<file path="config.mk">
export PLATFORM = sky130hd
export DESIGN_NAME = irp_top
export DESIGN_NICKNAME = d
export VERILOG_FILES = /design/src/verilog/irp_pkg.sv /design/src/verilog/irp_top.sv /design/src/verilog/irp_sync.sv
export SDC_FILE = /design/constraint.sdc
export NUM_CORES = 1
export LEC_CHECK = 0
export BUFFER_PORTS_ARGS = -buffer_cell sky130_fd_sc_hd__clkbuf_2
export CAP_MARGIN = 20
export CORE_MARGIN = 8
export CORE_UTILIZATION = 55
export CTS_BUF_LIST = sky130_fd_sc_hd__clkbuf_4 sky130_fd_sc_hd__clkbuf_8 sky130_fd_sc_hd__clkbuf_16
export DETAILED_ROUTE_END_ITERATION = 6
export GPL_TIMING_DRIVEN = 0
export PLACE_DENSITY = 0.84
export SYNTH_ARGS = -nofsm -noshare
export SYNTH_HDL_FRONTEND = slang
export SYNTH_HIERARCHICAL = 1
export SYNTH_SLANG_ARGS = --single-unit
</file>
<file path="constraint.sdc">
create_clock -name clk_sys_in -period 4.3 [get_ports clk_sys_in]
set_input_delay 0.645 -clock clk_sys_in [delete_from_list [all_inputs] [get_ports clk_sys_in]]
set_output_delay 0.645 -clock clk_sys_in [all_outputs]
set_load 0.01 [all_outputs]
</file>
<file path="src/verilog/irp_pkg.sv">
// package for the interrupt request pin logic: modes, vectors, carriers
// assumes a single 50 MHz processor clock domain
package irp_pkg;
    // =====================================================
    // source indices and vector type codes
    localparam int          IRP_NUM_SRC      = 7;
    localparam int          IRP_SRC_A        = 0;
    localparam int          IRP_SRC_B        = 1;
    localparam int          IRP_SRC_C        = 2;
    localparam int          IRP_SRC_D        = 3;
    localparam int          IRP_SRC_E        = 4;
    localparam int          IRP_SRC_DMA0     = 5;
    localparam int          IRP_SRC_DMA1     = 6;
    localparam logic [7:0]  IRP_TYPE_DMA0    = 8'h0A;
    localparam logic [7:0]  IRP_TYPE_DMA1    = 8'h0B;
    localparam logic [7:0]  IRP_TYPE_A       = 8'h0C;  // default base, parameterisable
    localparam int          IRP_GPIO_PWD_BIT = 31;
    localparam int          IRP_SYNC_STAGES  = 2;
    localparam logic [6:0]  IRP_RST_PEND     = 7'h00;

    // =====================================================
    // configuration carrier from the control unit
    typedef struct packed {
        logic       cascade_a;    // request a in cascade mode
        logic       cascade_b;    // request b in cascade mode
        logic       slave_mode;   // unit slaved to external master
        logic       pwd_enable;   // pulse width demodulation on
        logic       dma0_unused;  // dma0 pin used as request
        logic       dma1_unused;  // dma1 pin used as request
        logic [6:0] level_mode;   // 1 = level, 0 = edge per source
        logic [6:0] mask;         // 1 = masked
    } irp_cfg_type;

    // vectoring carrier toward the processor core
    typedef struct packed {
        logic       take;         // interrupt taken this cycle
        logic [7:0] vector_type;  // vector table entry
        logic [2:0] source;       // winning source index
    } irp_take_type;

    typedef enum logic [1:0] {
        IRP_ST_IDLE = 2'b00,
        IRP_ST_ACK  = 2'b01,
        IRP_ST_WAIT = 2'b11
    } irp_state_type;
endpackage

</file>
<file path="src/verilog/irp_top.sv">
// interrupt request pin logic: sync, edge/level detect, cascade, slave, pwd
// assumes core raises ready at instruction boundaries and sets global enable via sti
`timescale 1ns/1ns

// How it works
// - requests synchronised, edge or level recognised
// - unmasked request a vectors to its entry
// - cascade a turns pin c into ack
// - cascade b turns pin d into ack
// - slave mode: pin b is select input
// - slave mode: pin d drives request out
// - demodulator drives timers and requests c, e
// - pwd mode: request e on falling edges
// - pwd mode: timer and e pins ignored
// - demodulator level shown at gpio bit 31
// - unused dma0 pin becomes request, type 0A
// - unused dma1 pin becomes request, type 0B
// - taking an interrupt clears global enable
module irp_top
    import irp_pkg::*;
#(
    parameter logic [7:0] TYPE_A = irp_pkg::IRP_TYPE_A
) (
    input  wire logic                clk_sys_in,
    input  wire logic                rst_b_in,
    input  wire irp_pkg::irp_cfg_type cfg_in,
    input  wire logic                ext_request_a_in,
    input  wire logic                ext_request_b_in,
    input  wire logic                ext_request_c_in,
    input  wire logic                ext_request_d_in,
    input  wire logic                ext_request_e_in,
    input  wire logic                dma_chan0_request_in,
    input  wire logic                dma_chan1_request_in,
    input  wire logic                pwd_in,
    input  wire logic                timer_pin_zero_in,
    input  wire logic                timer_pin_one_in,
    input  wire logic                core_ready_in,
    input  wire logic                sti_in,
    input  wire logic                slave_irq_in,
    input  wire logic [7:0]          bus_type_in,
    output irp_pkg::irp_take_type    take_out,
    output logic                     global_enable_out,
    output logic                     cascade_ack_a_out,
    output logic                     cascade_ack_b_out,
    output logic                     pin_d_oe_b_out,
    output logic                     pin_c_oe_b_out,
    output logic                     slave_irq_out,
    output logic                     timer_input_zero_out,
    output logic                     timer_input_one_out,
    output logic                     gpio_bit_thirtyone_out,
    output logic [1:0]               dma_chan_request_out
);
    import irp_pkg::*;

    // =====================================================
    // synchronisers
    logic [9:0] raw_pins;
    logic [9:0] s;
    assign raw_pins = {timer_pin_one_in, timer_pin_zero_in, pwd_in,
                       dma_chan1_request_in, dma_chan0_request_in, ext_request_e_in,
                       ext_request_d_in, ext_request_c_in, ext_request_b_in,
                       ext_request_a_in};

    irp_sync #(.WIDTH(10)) u_sync (
        .clk_sys_in (clk_sys_in),
        .rst_b_in   (rst_b_in),
        .async_in   (raw_pins),
        .sync_out   (s)
    );

    // =====================================================
    // source selection
    logic          pwd_s;
    logic [6:0]    src_lvl;
    logic [6:0]    src_prev_q;
    logic [6:0]    pend_q;
    logic [6:0]    active;
    logic          gie_q;
    irp_state_type st_q;

    assign pwd_s = s[7];
    always_comb begin
        src_lvl = '0;
        src_lvl[IRP_SRC_A] = s[0];
        // select role takes pin b in slave mode
        src_lvl[IRP_SRC_B] = s[1] & ~cfg_in.slave_mode;
        // pin c is an ack output in cascade a
        src_lvl[IRP_SRC_C] = cfg_in.pwd_enable ? pwd_s
                           : (s[2] & ~cfg_in.cascade_a);
        src_lvl[IRP_SRC_D] = s[3] & ~cfg_in.cascade_b & ~cfg_in.slave_mode;
        // inverse drives e; pin e level ignored in pwd mode
        src_lvl[IRP_SRC_E] = cfg_in.pwd_enable ? ~pwd_s : s[4];
        src_lvl[IRP_SRC_DMA0] = s[5] & cfg_in.dma0_unused;
        src_lvl[IRP_SRC_DMA1] = s[6] & cfg_in.dma1_unused;
    end

    // =====================================================
    // recognition: edge sets sticky pending, level is live
    always_ff @(posedge clk_sys_in or negedge rst_b_in) begin
        if (!rst_b_in) begin
            src_prev_q <= IRP_RST_PEND;
        end else begin
            src_prev_q <= src_lvl;
        end
    end

    function automatic logic [2:0] irp_pick(input logic [6:0] v);
        logic [2:0] r;
        r = 3'h0;
        for (int i = IRP_NUM_SRC - 1; i >= 0; i--) begin
            if (v[i]) begin
                r = 3'(i);
            end
        end
        return r;
    endfunction

    logic [6:0] rise;
    logic       do_take;
    logic       slave_take;
    logic [2:0] win;
    assign rise = src_lvl & ~src_prev_q;
    // level-mode sources follow the pin, no latch; edge-mode sources go through pend_q
    assign active = ((pend_q & ~cfg_in.level_mode) | (src_lvl & cfg_in.level_mode))
                    & ~cfg_in.mask;
    assign win = irp_pick(active);
    assign do_take = (st_q == IRP_ST_IDLE) & gie_q & core_ready_in & (|active)
                     & ~cfg_in.slave_mode;

    // new edge in the clearing cycle wins over the clear
    always_ff @(posedge clk_sys_in or negedge rst_b_in) begin
        if (!rst_b_in) begin
            pend_q <= IRP_RST_PEND;
        end else begin
            // a select-vectored take retires request a too, else it fires after slave mode
            pend_q <= (pend_q & ~(do_take ? (7'h01 << win) : 7'h00)
                              & ~(slave_take ? (7'h01 << IRP_SRC_A) : 7'h00))
                      | (rise & ~cfg_in.level_mode);
        end
    end

    function automatic logic [7:0] irp_type(input logic [2:0] src);
        case (src)
            3'(IRP_SRC_DMA0): irp_type = IRP_TYPE_DMA0;
            3'(IRP_SRC_DMA1): irp_type = IRP_TYPE_DMA1;
            default:          irp_type = 8'(TYPE_A + {5'h00, src});
        endcase
    endfunction

    // =====================================================
    // acknowledge sequencer for cascade and slave vectoring
    logic        cas_sel;
    logic        slave_sel;
    logic        slave_sel_prev_q;
    assign cas_sel   = (win == 3'(IRP_SRC_A) & cfg_in.cascade_a)
                     | (win == 3'(IRP_SRC_B) & cfg_in.cascade_b);
    assign slave_sel = ~s[1] & cfg_in.slave_mode; // active-low select
    // select honoured only with request a present
    assign slave_take = (st_q == IRP_ST_IDLE) & slave_sel & ~slave_sel_prev_q
                        & gie_q & s[0];

    always_ff @(posedge clk_sys_in or negedge rst_b_in) begin
        if (!rst_b_in) begin
            st_q              <= IRP_ST_IDLE;
            take_out          <= '0;
            cascade_ack_a_out <= 1'b1;
            cascade_ack_b_out <= 1'b1;
            slave_sel_prev_q  <= 1'b0;
        end else begin
            take_out.take    <= 1'b0;
            slave_sel_prev_q <= slave_sel;
            case (st_q)
                IRP_ST_IDLE: begin
                    if (do_take & cas_sel) begin
                        st_q <= IRP_ST_ACK;
                        cascade_ack_a_out <= ~(win == 3'(IRP_SRC_A));
                        cascade_ack_b_out <= ~(win == 3'(IRP_SRC_B));
                        take_out.source   <= win;
                    end else if (do_take) begin
                        take_out <= '{take: 1'b1, vector_type: irp_type(win),
                                      source: win};
                    end else if (slave_take) begin
                        take_out <= '{take: 1'b1, vector_type: bus_type_in,
                                      source: 3'(IRP_SRC_A)};
                    end
                end
                IRP_ST_ACK: begin
                    // type read from bus one cycle into the ack
                    st_q <= IRP_ST_WAIT;
                    take_out.take        <= 1'b1;
                    take_out.vector_type <= bus_type_in;
                end
                IRP_ST_WAIT: begin
                    st_q <= IRP_ST_IDLE;
                    cascade_ack_a_out <= 1'b1;
                    cascade_ack_b_out <= 1'b1;
                end
                default: st_q <= IRP_ST_IDLE;
            endcase
        end
    end

    // =====================================================
    // global enable: cleared on take, set by sti
    always_ff @(posedge clk_sys_in or negedge rst_b_in) begin
        if (!rst_b_in) begin
            gie_q <= 1'b0;
        end else if (do_take | slave_take) begin
            gie_q <= 1'b0;
        end else if (sti_in) begin
            gie_q <= 1'b1;
        end
    end
    assign global_enable_out = gie_q;

    // =====================================================
    // pin roles, timers, gpio mirror
    always_ff @(posedge clk_sys_in or negedge rst_b_in) begin
        if (!rst_b_in) begin
            pin_c_oe_b_out         <= 1'b1;
            pin_d_oe_b_out         <= 1'b1;
            slave_irq_out          <= 1'b0;
            timer_input_zero_out   <= 1'b0;
            timer_input_one_out    <= 1'b0;
            gpio_bit_thirtyone_out <= 1'b0;
            dma_chan_request_out   <= 2'h0;
        end else begin
            pin_c_oe_b_out <= ~cfg_in.cascade_a;
            pin_d_oe_b_out <= ~(cfg_in.cascade_b | cfg_in.slave_mode);
            slave_irq_out  <= cfg_in.slave_mode & slave_irq_in;
            // timer pins ignored while demodulating
            timer_input_zero_out <= cfg_in.pwd_enable ? pwd_s : s[8];
            timer_input_one_out  <= cfg_in.pwd_enable ? ~pwd_s : s[9];
            gpio_bit_thirtyone_out <= pwd_s;
            dma_chan_request_out <= {s[6] & ~cfg_in.dma1_unused,
                                     s[5] & ~cfg_in.dma0_unused};
        end
    end

    // =====================================================
    // checks
    AST_TAKE_CLEARS_GIE: assert property (@(posedge clk_sys_in) disable iff (!rst_b_in)
        do_take |=> !gie_q) else $error("enable not cleared on take");
    AST_DMA0_TYPE: assert property (@(posedge clk_sys_in) disable iff (!rst_b_in)
        (do_take && !cas_sel && win == 3'(IRP_SRC_DMA0)) |=> take_out.vector_type == IRP_TYPE_DMA0)
        else $error("dma0 type wrong");
    AST_DMA1_TYPE: assert property (@(posedge clk_sys_in) disable iff (!rst_b_in)
        (do_take && !cas_sel && win == 3'(IRP_SRC_DMA1)) |=> take_out.vector_type == IRP_TYPE_DMA1)
        else $error("dma1 type wrong");
    AST_ACK_A: assert property (@(posedge clk_sys_in) disable iff (!rst_b_in)
        (do_take && cas_sel && win == 3'(IRP_SRC_A)) |=> !cascade_ack_a_out [*2])
        else $error("ack a not two cycles");
    AST_ACK_B: assert property (@(posedge clk_sys_in) disable iff (!rst_b_in)
        (do_take && cas_sel && win == 3'(IRP_SRC_B)) |=> !cascade_ack_b_out ##2 cascade_ack_b_out)
        else $error("ack b shape wrong");
    AST_MASK_BLOCKS: assert property (@(posedge clk_sys_in) disable iff (!rst_b_in)
        do_take |-> !cfg_in.mask[win]) else $error("masked source taken");
    AST_GPIO_MIRROR: assert property (@(posedge clk_sys_in) disable iff (!rst_b_in)
        gpio_bit_thirtyone_out == $past(pwd_s)) else $error("gpio bit 31 stale");
    AST_PWD_TIMERS: assert property (@(posedge clk_sys_in) disable iff (!rst_b_in)
        $past(cfg_in.pwd_enable) |-> timer_input_one_out == !timer_input_zero_out)
        else $error("timer inputs not complementary");
    AST_SYNC_DELAY: assert property (@(posedge clk_sys_in) disable iff (!rst_b_in)
        s[0] == $past(ext_request_a_in, 2)) else $error("sync depth wrong");
    COV_DIRECT: cover property (@(posedge clk_sys_in) do_take && !cas_sel);
    COV_CASCADE: cover property (@(posedge clk_sys_in) do_take && cas_sel);
    COV_SLAVE: cover property (@(posedge clk_sys_in) cfg_in.slave_mode && take_out.take);
    COV_PWD: cover property (@(posedge clk_sys_in) cfg_in.pwd_enable && do_take);
endmodule // irp_top

</file>
<file path="src/verilog/irp_sync.sv">
// two-stage synchroniser bank for asynchronous request pins
// assumes inputs come straight from pins, clocked by clk_sys_in
`timescale 1ns/1ns
module irp_sync #(
    parameter int WIDTH = 8
) (
    input  wire logic             clk_sys_in,
    input  wire logic             rst_b_in,
    input  wire logic [WIDTH-1:0] async_in,
    output logic      [WIDTH-1:0] sync_out
);
    import irp_pkg::*;
    logic [WIDTH-1:0] meta_q;

    // =====================================================
    // first stage read only by the second stage
    always_ff @(posedge clk_sys_in or negedge rst_b_in) begin
        if (!rst_b_in) begin
            meta_q   <= '0;
            sync_out <= '0;
        end else begin
            meta_q   <= async_in;
            sync_out <= meta_q;
        end
    end
endmodule // irp_sync

</file>
* Word-level counts from Yosys, hierarchy flattened
Index checks and enable logic that the tools add are counted.
** Storage, ports and cells
- Bits in registers :: 60
- Output and inout bits :: 23
** Operators by class
- Add/subtract/negate cells :: 1
- Equality and inequality tests :: 8
- Shift-type cells :: 1
- Muxes and demuxes :: 27
- Bitwise operators :: 49
- Reductions and logical operators :: 10
** Operators with widths (count)
- bitwise AND 7 bit :: 7
- NOT 7 bit :: 4
- 2-to-1 mux 12 bit :: 2
- 2-to-1 mux 3 bit :: 8
- bitwise AND 1 bit :: 21
- case mux 9 bit (2 select lines) :: 1
- bitwise OR 7 bit :: 2
- NOT 1 bit :: 11
- case mux 5 bit (2 select lines) :: 1
- 2-to-1 mux 1 bit :: 9
- 2-to-1 mux 9 bit :: 1
- 2-to-1 mux 7 bit :: 1
- NOT 1 -> 7 bit :: 1
- OR reduction 7 bit :: 1
- left shift 1 x 3 -> 7 bit (first input constant) :: 1
- equality test 3 bit (second input constant) :: 2
- nonzero test 2 bit :: 3
- adder 4 x 3 -> 5 bit (first input constant) :: 1
- case mux 1 bit (2 select lines) :: 2
- case mux 2 bit (2 select lines) :: 1
- AND reduction 2 bit :: 2
- equality test 3 x 1 -> 1 bit (second input constant) :: 1
- logical NOT 3 bit :: 1
- inequality test 3 bit (second input constant) :: 1
- other kinds (9) :: 11

* Logic depth before layout (Yosys ltp)
- Depth after elaboration :: 19
- Gate-level depth with buffers :: 7
- Mapped depth without buffers :: 7

* Cells and area by module
Netlist, hierarchy kept.
** By module, submodules not included
- irp_top :: times used 1, cells an instance 174, area an instance 1813.0 um^2
- irp_sync :: times used 1, cells an instance 20, area an instance 500.5 um^2

* Worst setup path after synthesis
No wires, ideal clock.
- Path kind :: input to register
- Start :: in cfg_in[19] (netlist name)
- End :: reg take_out[7] (netlist name)
- Library setup time :: 126 ps
- Arrival time :: 2320 ps
- Required time :: 4174 ps
- Path slack :: 1854 ps
- Cell stages on the path :: 7
- Path buffers :: 0
- Cells stage by stage :: or3b_4 -> a311oi_4 -> a21oi_2 -> and3_4 -> o21ai_4 -> o21ai_2 -> a221o_1
** On the way
- Longest elaborated chain between the ends :: 15
** RTL lines
- start: declaration :: line irp_top.sv:26 : input wire irp_pkg::irp_cfg_type cfg_in,
- parallel branches: the longest is 15 deep, another holds adder 4 x 3 -> 5 bit
- end signal: assignment :: line irp_top.sv:180 : take_out <= '{take: 1'b1, vector_type: irp_type(win),
- end signal: assignment :: line irp_top.sv:183 : take_out <= '{take: 1'b1, vector_type: bus_type_in,
- end: declaration :: line irp_top.sv:41 : output irp_pkg::irp_take_type take_out,
Parallel ways; which one is timed is not known. The select of a mux whose other input is x is not followed.
A chain may end at the register's enable or synchronous reset.

* Worst setup path after layout
- Start :: in cfg_in[16] (netlist name)
- End :: reg take_out[7] (netlist name)
** On the way
- Longest elaborated chain between the ends :: 15
** RTL lines
- 2-to-1 mux 1 bit :: line irp_top.sv:92 : src_lvl[IRP_SRC_E] = cfg_in.pwd_enable ? ~pwd_s : s[4];
- bitwise AND 7 bit * :: line irp_top.sv:124 : assign active = ((pend_q & ~cfg_in.level_mode) | (src_lvl & cfg_in.level_mode))
- bitwise OR 7 bit * :: line irp_top.sv:124
- bitwise AND 7 bit * :: line irp_top.sv:125 : & ~cfg_in.mask;
- parallel branches: the longest is 11 deep, another holds adder 4 x 3 -> 5 bit
Every way passes the cells marked *. The select of a mux whose other input is x is not followed.

==> impl_metrics.csv <==
group,metric,value,unit
cells_and_area,diodes,0,
cells_and_area,nets,313,
logic_synthesis,synth_nets,237,
logic_synthesis,syn_area,2310,um^2
sta,fin_crit_sh,0.562,
clock_tree,cts_root_buf,"clkbuf_8",
logic_synthesis,async_reset_ff_frac,1.00,
logic_synthesis,synth-xor-area-share,0,
routing,drc_errors,0,
floorplan,die_area,6540,um^2
logic_synthesis,synth_flop_cell,"dfrtp_1",
logic_synthesis,synth_compound_area_frac,0.160,
power_and_ir_drop,sw_frac_of_total,0.300,
global_routing,overflow,0,
worst_setup_path,r2r_cells,7,
floorplan,die_x,80.9,um
routing,route.met3.wl,467,um
cells_and_area,final_area,2920,um^2
power_and_ir_drop,ir_worst_vdd,0.000307,V
clock_tree,clkSinkCount,60,
sta,finalSetupViolCount,0,
worst_setup_path,worstSetupStartpoint,"cfg_in[16]",
power_and_ir_drop,seqPwrFrac,0.433,
cells_and_area,syn2layout_area_growth,26.4,%
global_routing,antenna_found_initial,0,
worst_setup_path,path_max_fanout,8,
global_routing,grt_pass1_wl,8600,um
power_and_ir_drop,p_clk_frac,0.317,
routing,vias,1753,
worst_setup_path,critPathKind,"in -> reg",
clock_tree,cts_setup_buffers,0,
routing,drt-vias-per-instance,5.39,
floorplan,boundaryPins,66,
floorplan,core,4030,um^2
logic_synthesis,synthAdderAreaFrac,0,
clock_tree,cts_max_level,3,
power_and_ir_drop,power_frac_comb,0.249,
cells_and_area,drive_gt1_frac,0.331,
sta,hold_viol,0,
logic_synthesis,yosysUniqueCellTypes,44,
logic_synthesis,synth_mux_area_frac,0.00433,
logic_synthesis,synth-seq-area-share,0.651,
routing,dr.pass1.iters,4,
placed_design,place.gp.congestion,0.805,
clock_tree,numCtsBuffers,9,
clock_tree,clkLatencyLatePin,0.33,ns
sta,tightestPinTransition,0.778,ns
sta,fin_hold_ws,0.343,ns
sta,setup_ws,1.88,ns
power_and_ir_drop,cell_internal_pwr,1.21,mW
worst_setup_path,r2r_start,"u_sync/sync_out[3]$_DFF_PN0_",
worst_setup_path,cp-start-kind,"input port",
power_and_ir_drop,power,1.73,mW
sta,fin_crit,2.42,ns
worst_setup_path,end_kind,"flip-flop",
power_and_ir_drop,power.density,592,nW/um^2
sta,rsz0062_at_grt,"false",
logic_synthesis,synth_edf_count,0,
global_routing,grt_use_total,0.174,
sta,maxSlewHeadroom,0.481,
clock_tree,cts_resized,0,
sta,max_freq,0.414,GHz
placed_design,placed_cells,309,
logic_synthesis,avgSynthCellArea,11.9,um^2
status,outcome,"complete, no violations",
routing,routed.top_layer,"met4",
clock_tree,cts.path.max_buffers,2,
cells_and_area,post-route-util,0.726,
sta,worst_clock_skew,0.00990,ns
placed_design,dp_hpwl,3880,um
worst_setup_path,cp.required,4.51,ns
global_routing,grt_pass1_vias,1843,
routing,wl_per_cell,16.1,um
global_routing,grt_max_degree,61,
worst_setup_path,critPathArrivalTime,2.62,ns
cells_and_area,fin_cells,325,
clock_tree,clkTransAtPathRegs,0.06,ns
job,cap_violations,0,
power_and_ir_drop,p_switching,0.520,mW
floorplan,initial_core_util,0.574,
cells_and_area,fillCellCount,277,
logic_synthesis,synth_top_family_by_area,"simple AND/OR/NAND/NOR gates",
logic_synthesis,yosys.area_share.simple,0.168,
routing,ant_nets,0,
placed_design,pre_cts_slack,1.53,ns
floorplan,die_y,80.9,um
logic_synthesis,syn_inst,194,
routing,wl,5250,um
routing,wl_met2,2620,um
hold_path,hp-class,"reg -> reg",
routing,first_iter_violations,147,
sta,slew_viol_final,0,
placed_design,post_dp_cell_area,2700,um^2
hold_path,hold_depth,0,
clock_tree,cts_tree,"yes",
power_and_ir_drop,power.leakage,1.44,nW
logic_synthesis,synth_seq_cells,60,
floorplan,fp-row-count,23,
placed_design,io_buffers,65,
sta,fin_setup_tns,0,ns
clock_tree,cts_hold_buf,0,
logic_synthesis,ys_warn_count,6,
hold_path,min_from,"u_sync/meta_q[1]$_DFF_PN0_",
routing,met1_length,2070,um
## worst paths after layout
kind,endpoint,slack [ns]
setup / recovery,take_out[7]$_DFFE_PN0P_,1.88
hold / removal,u_sync/sync_out[1]$_DFF_PN0_,0.34
setup reg to reg,take_out[7]$_DFFE_PN0P_,1.96
hold reg to reg,u_sync/sync_out[1]$_DFF_PN0_,0.34
max in group asynchronous,u_sync/meta_q[1]$_DFF_PN0_,3.36
min in group asynchronous,pend_q[1]$_DFF_PN0_,0.41
## cell usage after synthesis, types with 2 or more instances
master    count  share of area
nor2b_1       5          0.014
nand4_1       2         0.0054
a21oi_1      10          0.022
dfrtp_1      56           0.61
a221o_1       3          0.013
or3_1         3         0.0081
and2_1        5          0.014
o21ai_0       7          0.015
a22o_1        6          0.023
nor2_1       20          0.032
o31ai_1       3         0.0097
dfstp_2       4          0.045
nand3_1       4         0.0087
a21o_1        2         0.0065
nor3b_1       2         0.0065
nand2b_1      7          0.019
nand2_1      19          0.031
inv_1        10          0.016
## final cells by class
class                           instances  area, um^2  area share
Tap cell                               50        62.6      0.0214
Clock inverter                          5        75.1      0.0257
Clock buffer                           11         145      0.0496
Multi-Input combinational cell        124         769       0.263
Inverter                               10        37.5      0.0128
Timing Repair Buffer                   65         328       0.112
Sequential cell                        60        1510       0.515
## metal layers
metal,up-vias,GRT usage
li1,845,-
met1,840,0.194
met2,58,0.286
met3,10,0.0784
met4,0,0.0661
met5,-,0
## power by group through the flow
| stage | combinational (mW) | sequential, mW | clock, mW |
|---|---|---|---|
| floorplan | 0.238 | 0.774 | 0 |
| CTS | 0.436 | 0.751 | 0.557 |
| global placement | 0.410 | 0.748 | 0 |
| finish | 0.432 | 0.751 | 0.550 |
| global route | 0.479 | 0.764 | 0.586 |
| detailed placement | 0.430 | 0.757 | 0 |
## cells by family (layout without fill, tap and decap cells)
family | Yosys count | count (layout)
simple gates | 75 | 75
buf+inv | 10 | 91
flops | 60 | 60
compound gates | 48 | 48
mux | 1 | 1
## layout by cell type, fill, tap and decap left out, drive strengths merged, types with 2 or more instances in the layout
| cell type | count |
|---|---|
| a21o | 2 |
| a21oi | 11 |
| a221o | 3 |
| a22o | 6 |
| a311oi | 2 |
| and2 | 5 |
| bufinv | 2 |
| clkbuf | 76 |
| clkinv | 3 |
| dfrtp | 56 |
| dfstp | 4 |
| inv | 10 |
| nand2 | 19 |
| nand2b | 7 |
| nand3 | 4 |
| nand4 | 2 |
| nor2 | 20 |
| nor2b | 5 |
| nor3b | 2 |
| o21ai | 10 |
| o31ai | 3 |
| or3 | 3 |
## sequential cells by signal (all words and copies together), names as in the netlist
signal                  flops
pin_c_oe_b_out              1
timer_input_zero_out        1
slave_irq_out               1
global_enable_out           1
cascade_ack_b_out           1
src_prev_q                  7
dma_chan_request_out        2
st_q                        2
gpio_bit_thirtyone_out      1
cascade_ack_a_out           1
pend_q                      7
u_sync/sync_out            10
timer_input_one_out         1
u_sync/meta_q              10
pin_d_oe_b_out              1
slave_sel_prev_q            1
take_out                   12
## worst max-delay path, stage by stage
cell and delay (ns):
clkbuf_2 0.13, or3b_4 0.40, a311oi_4 0.32, a21oi_2 0.14, and3_4 0.21, o21ai_4 0.24, o21ai_2 0.17, a221o_1 0.38
(Power assumes the default switching activity.)
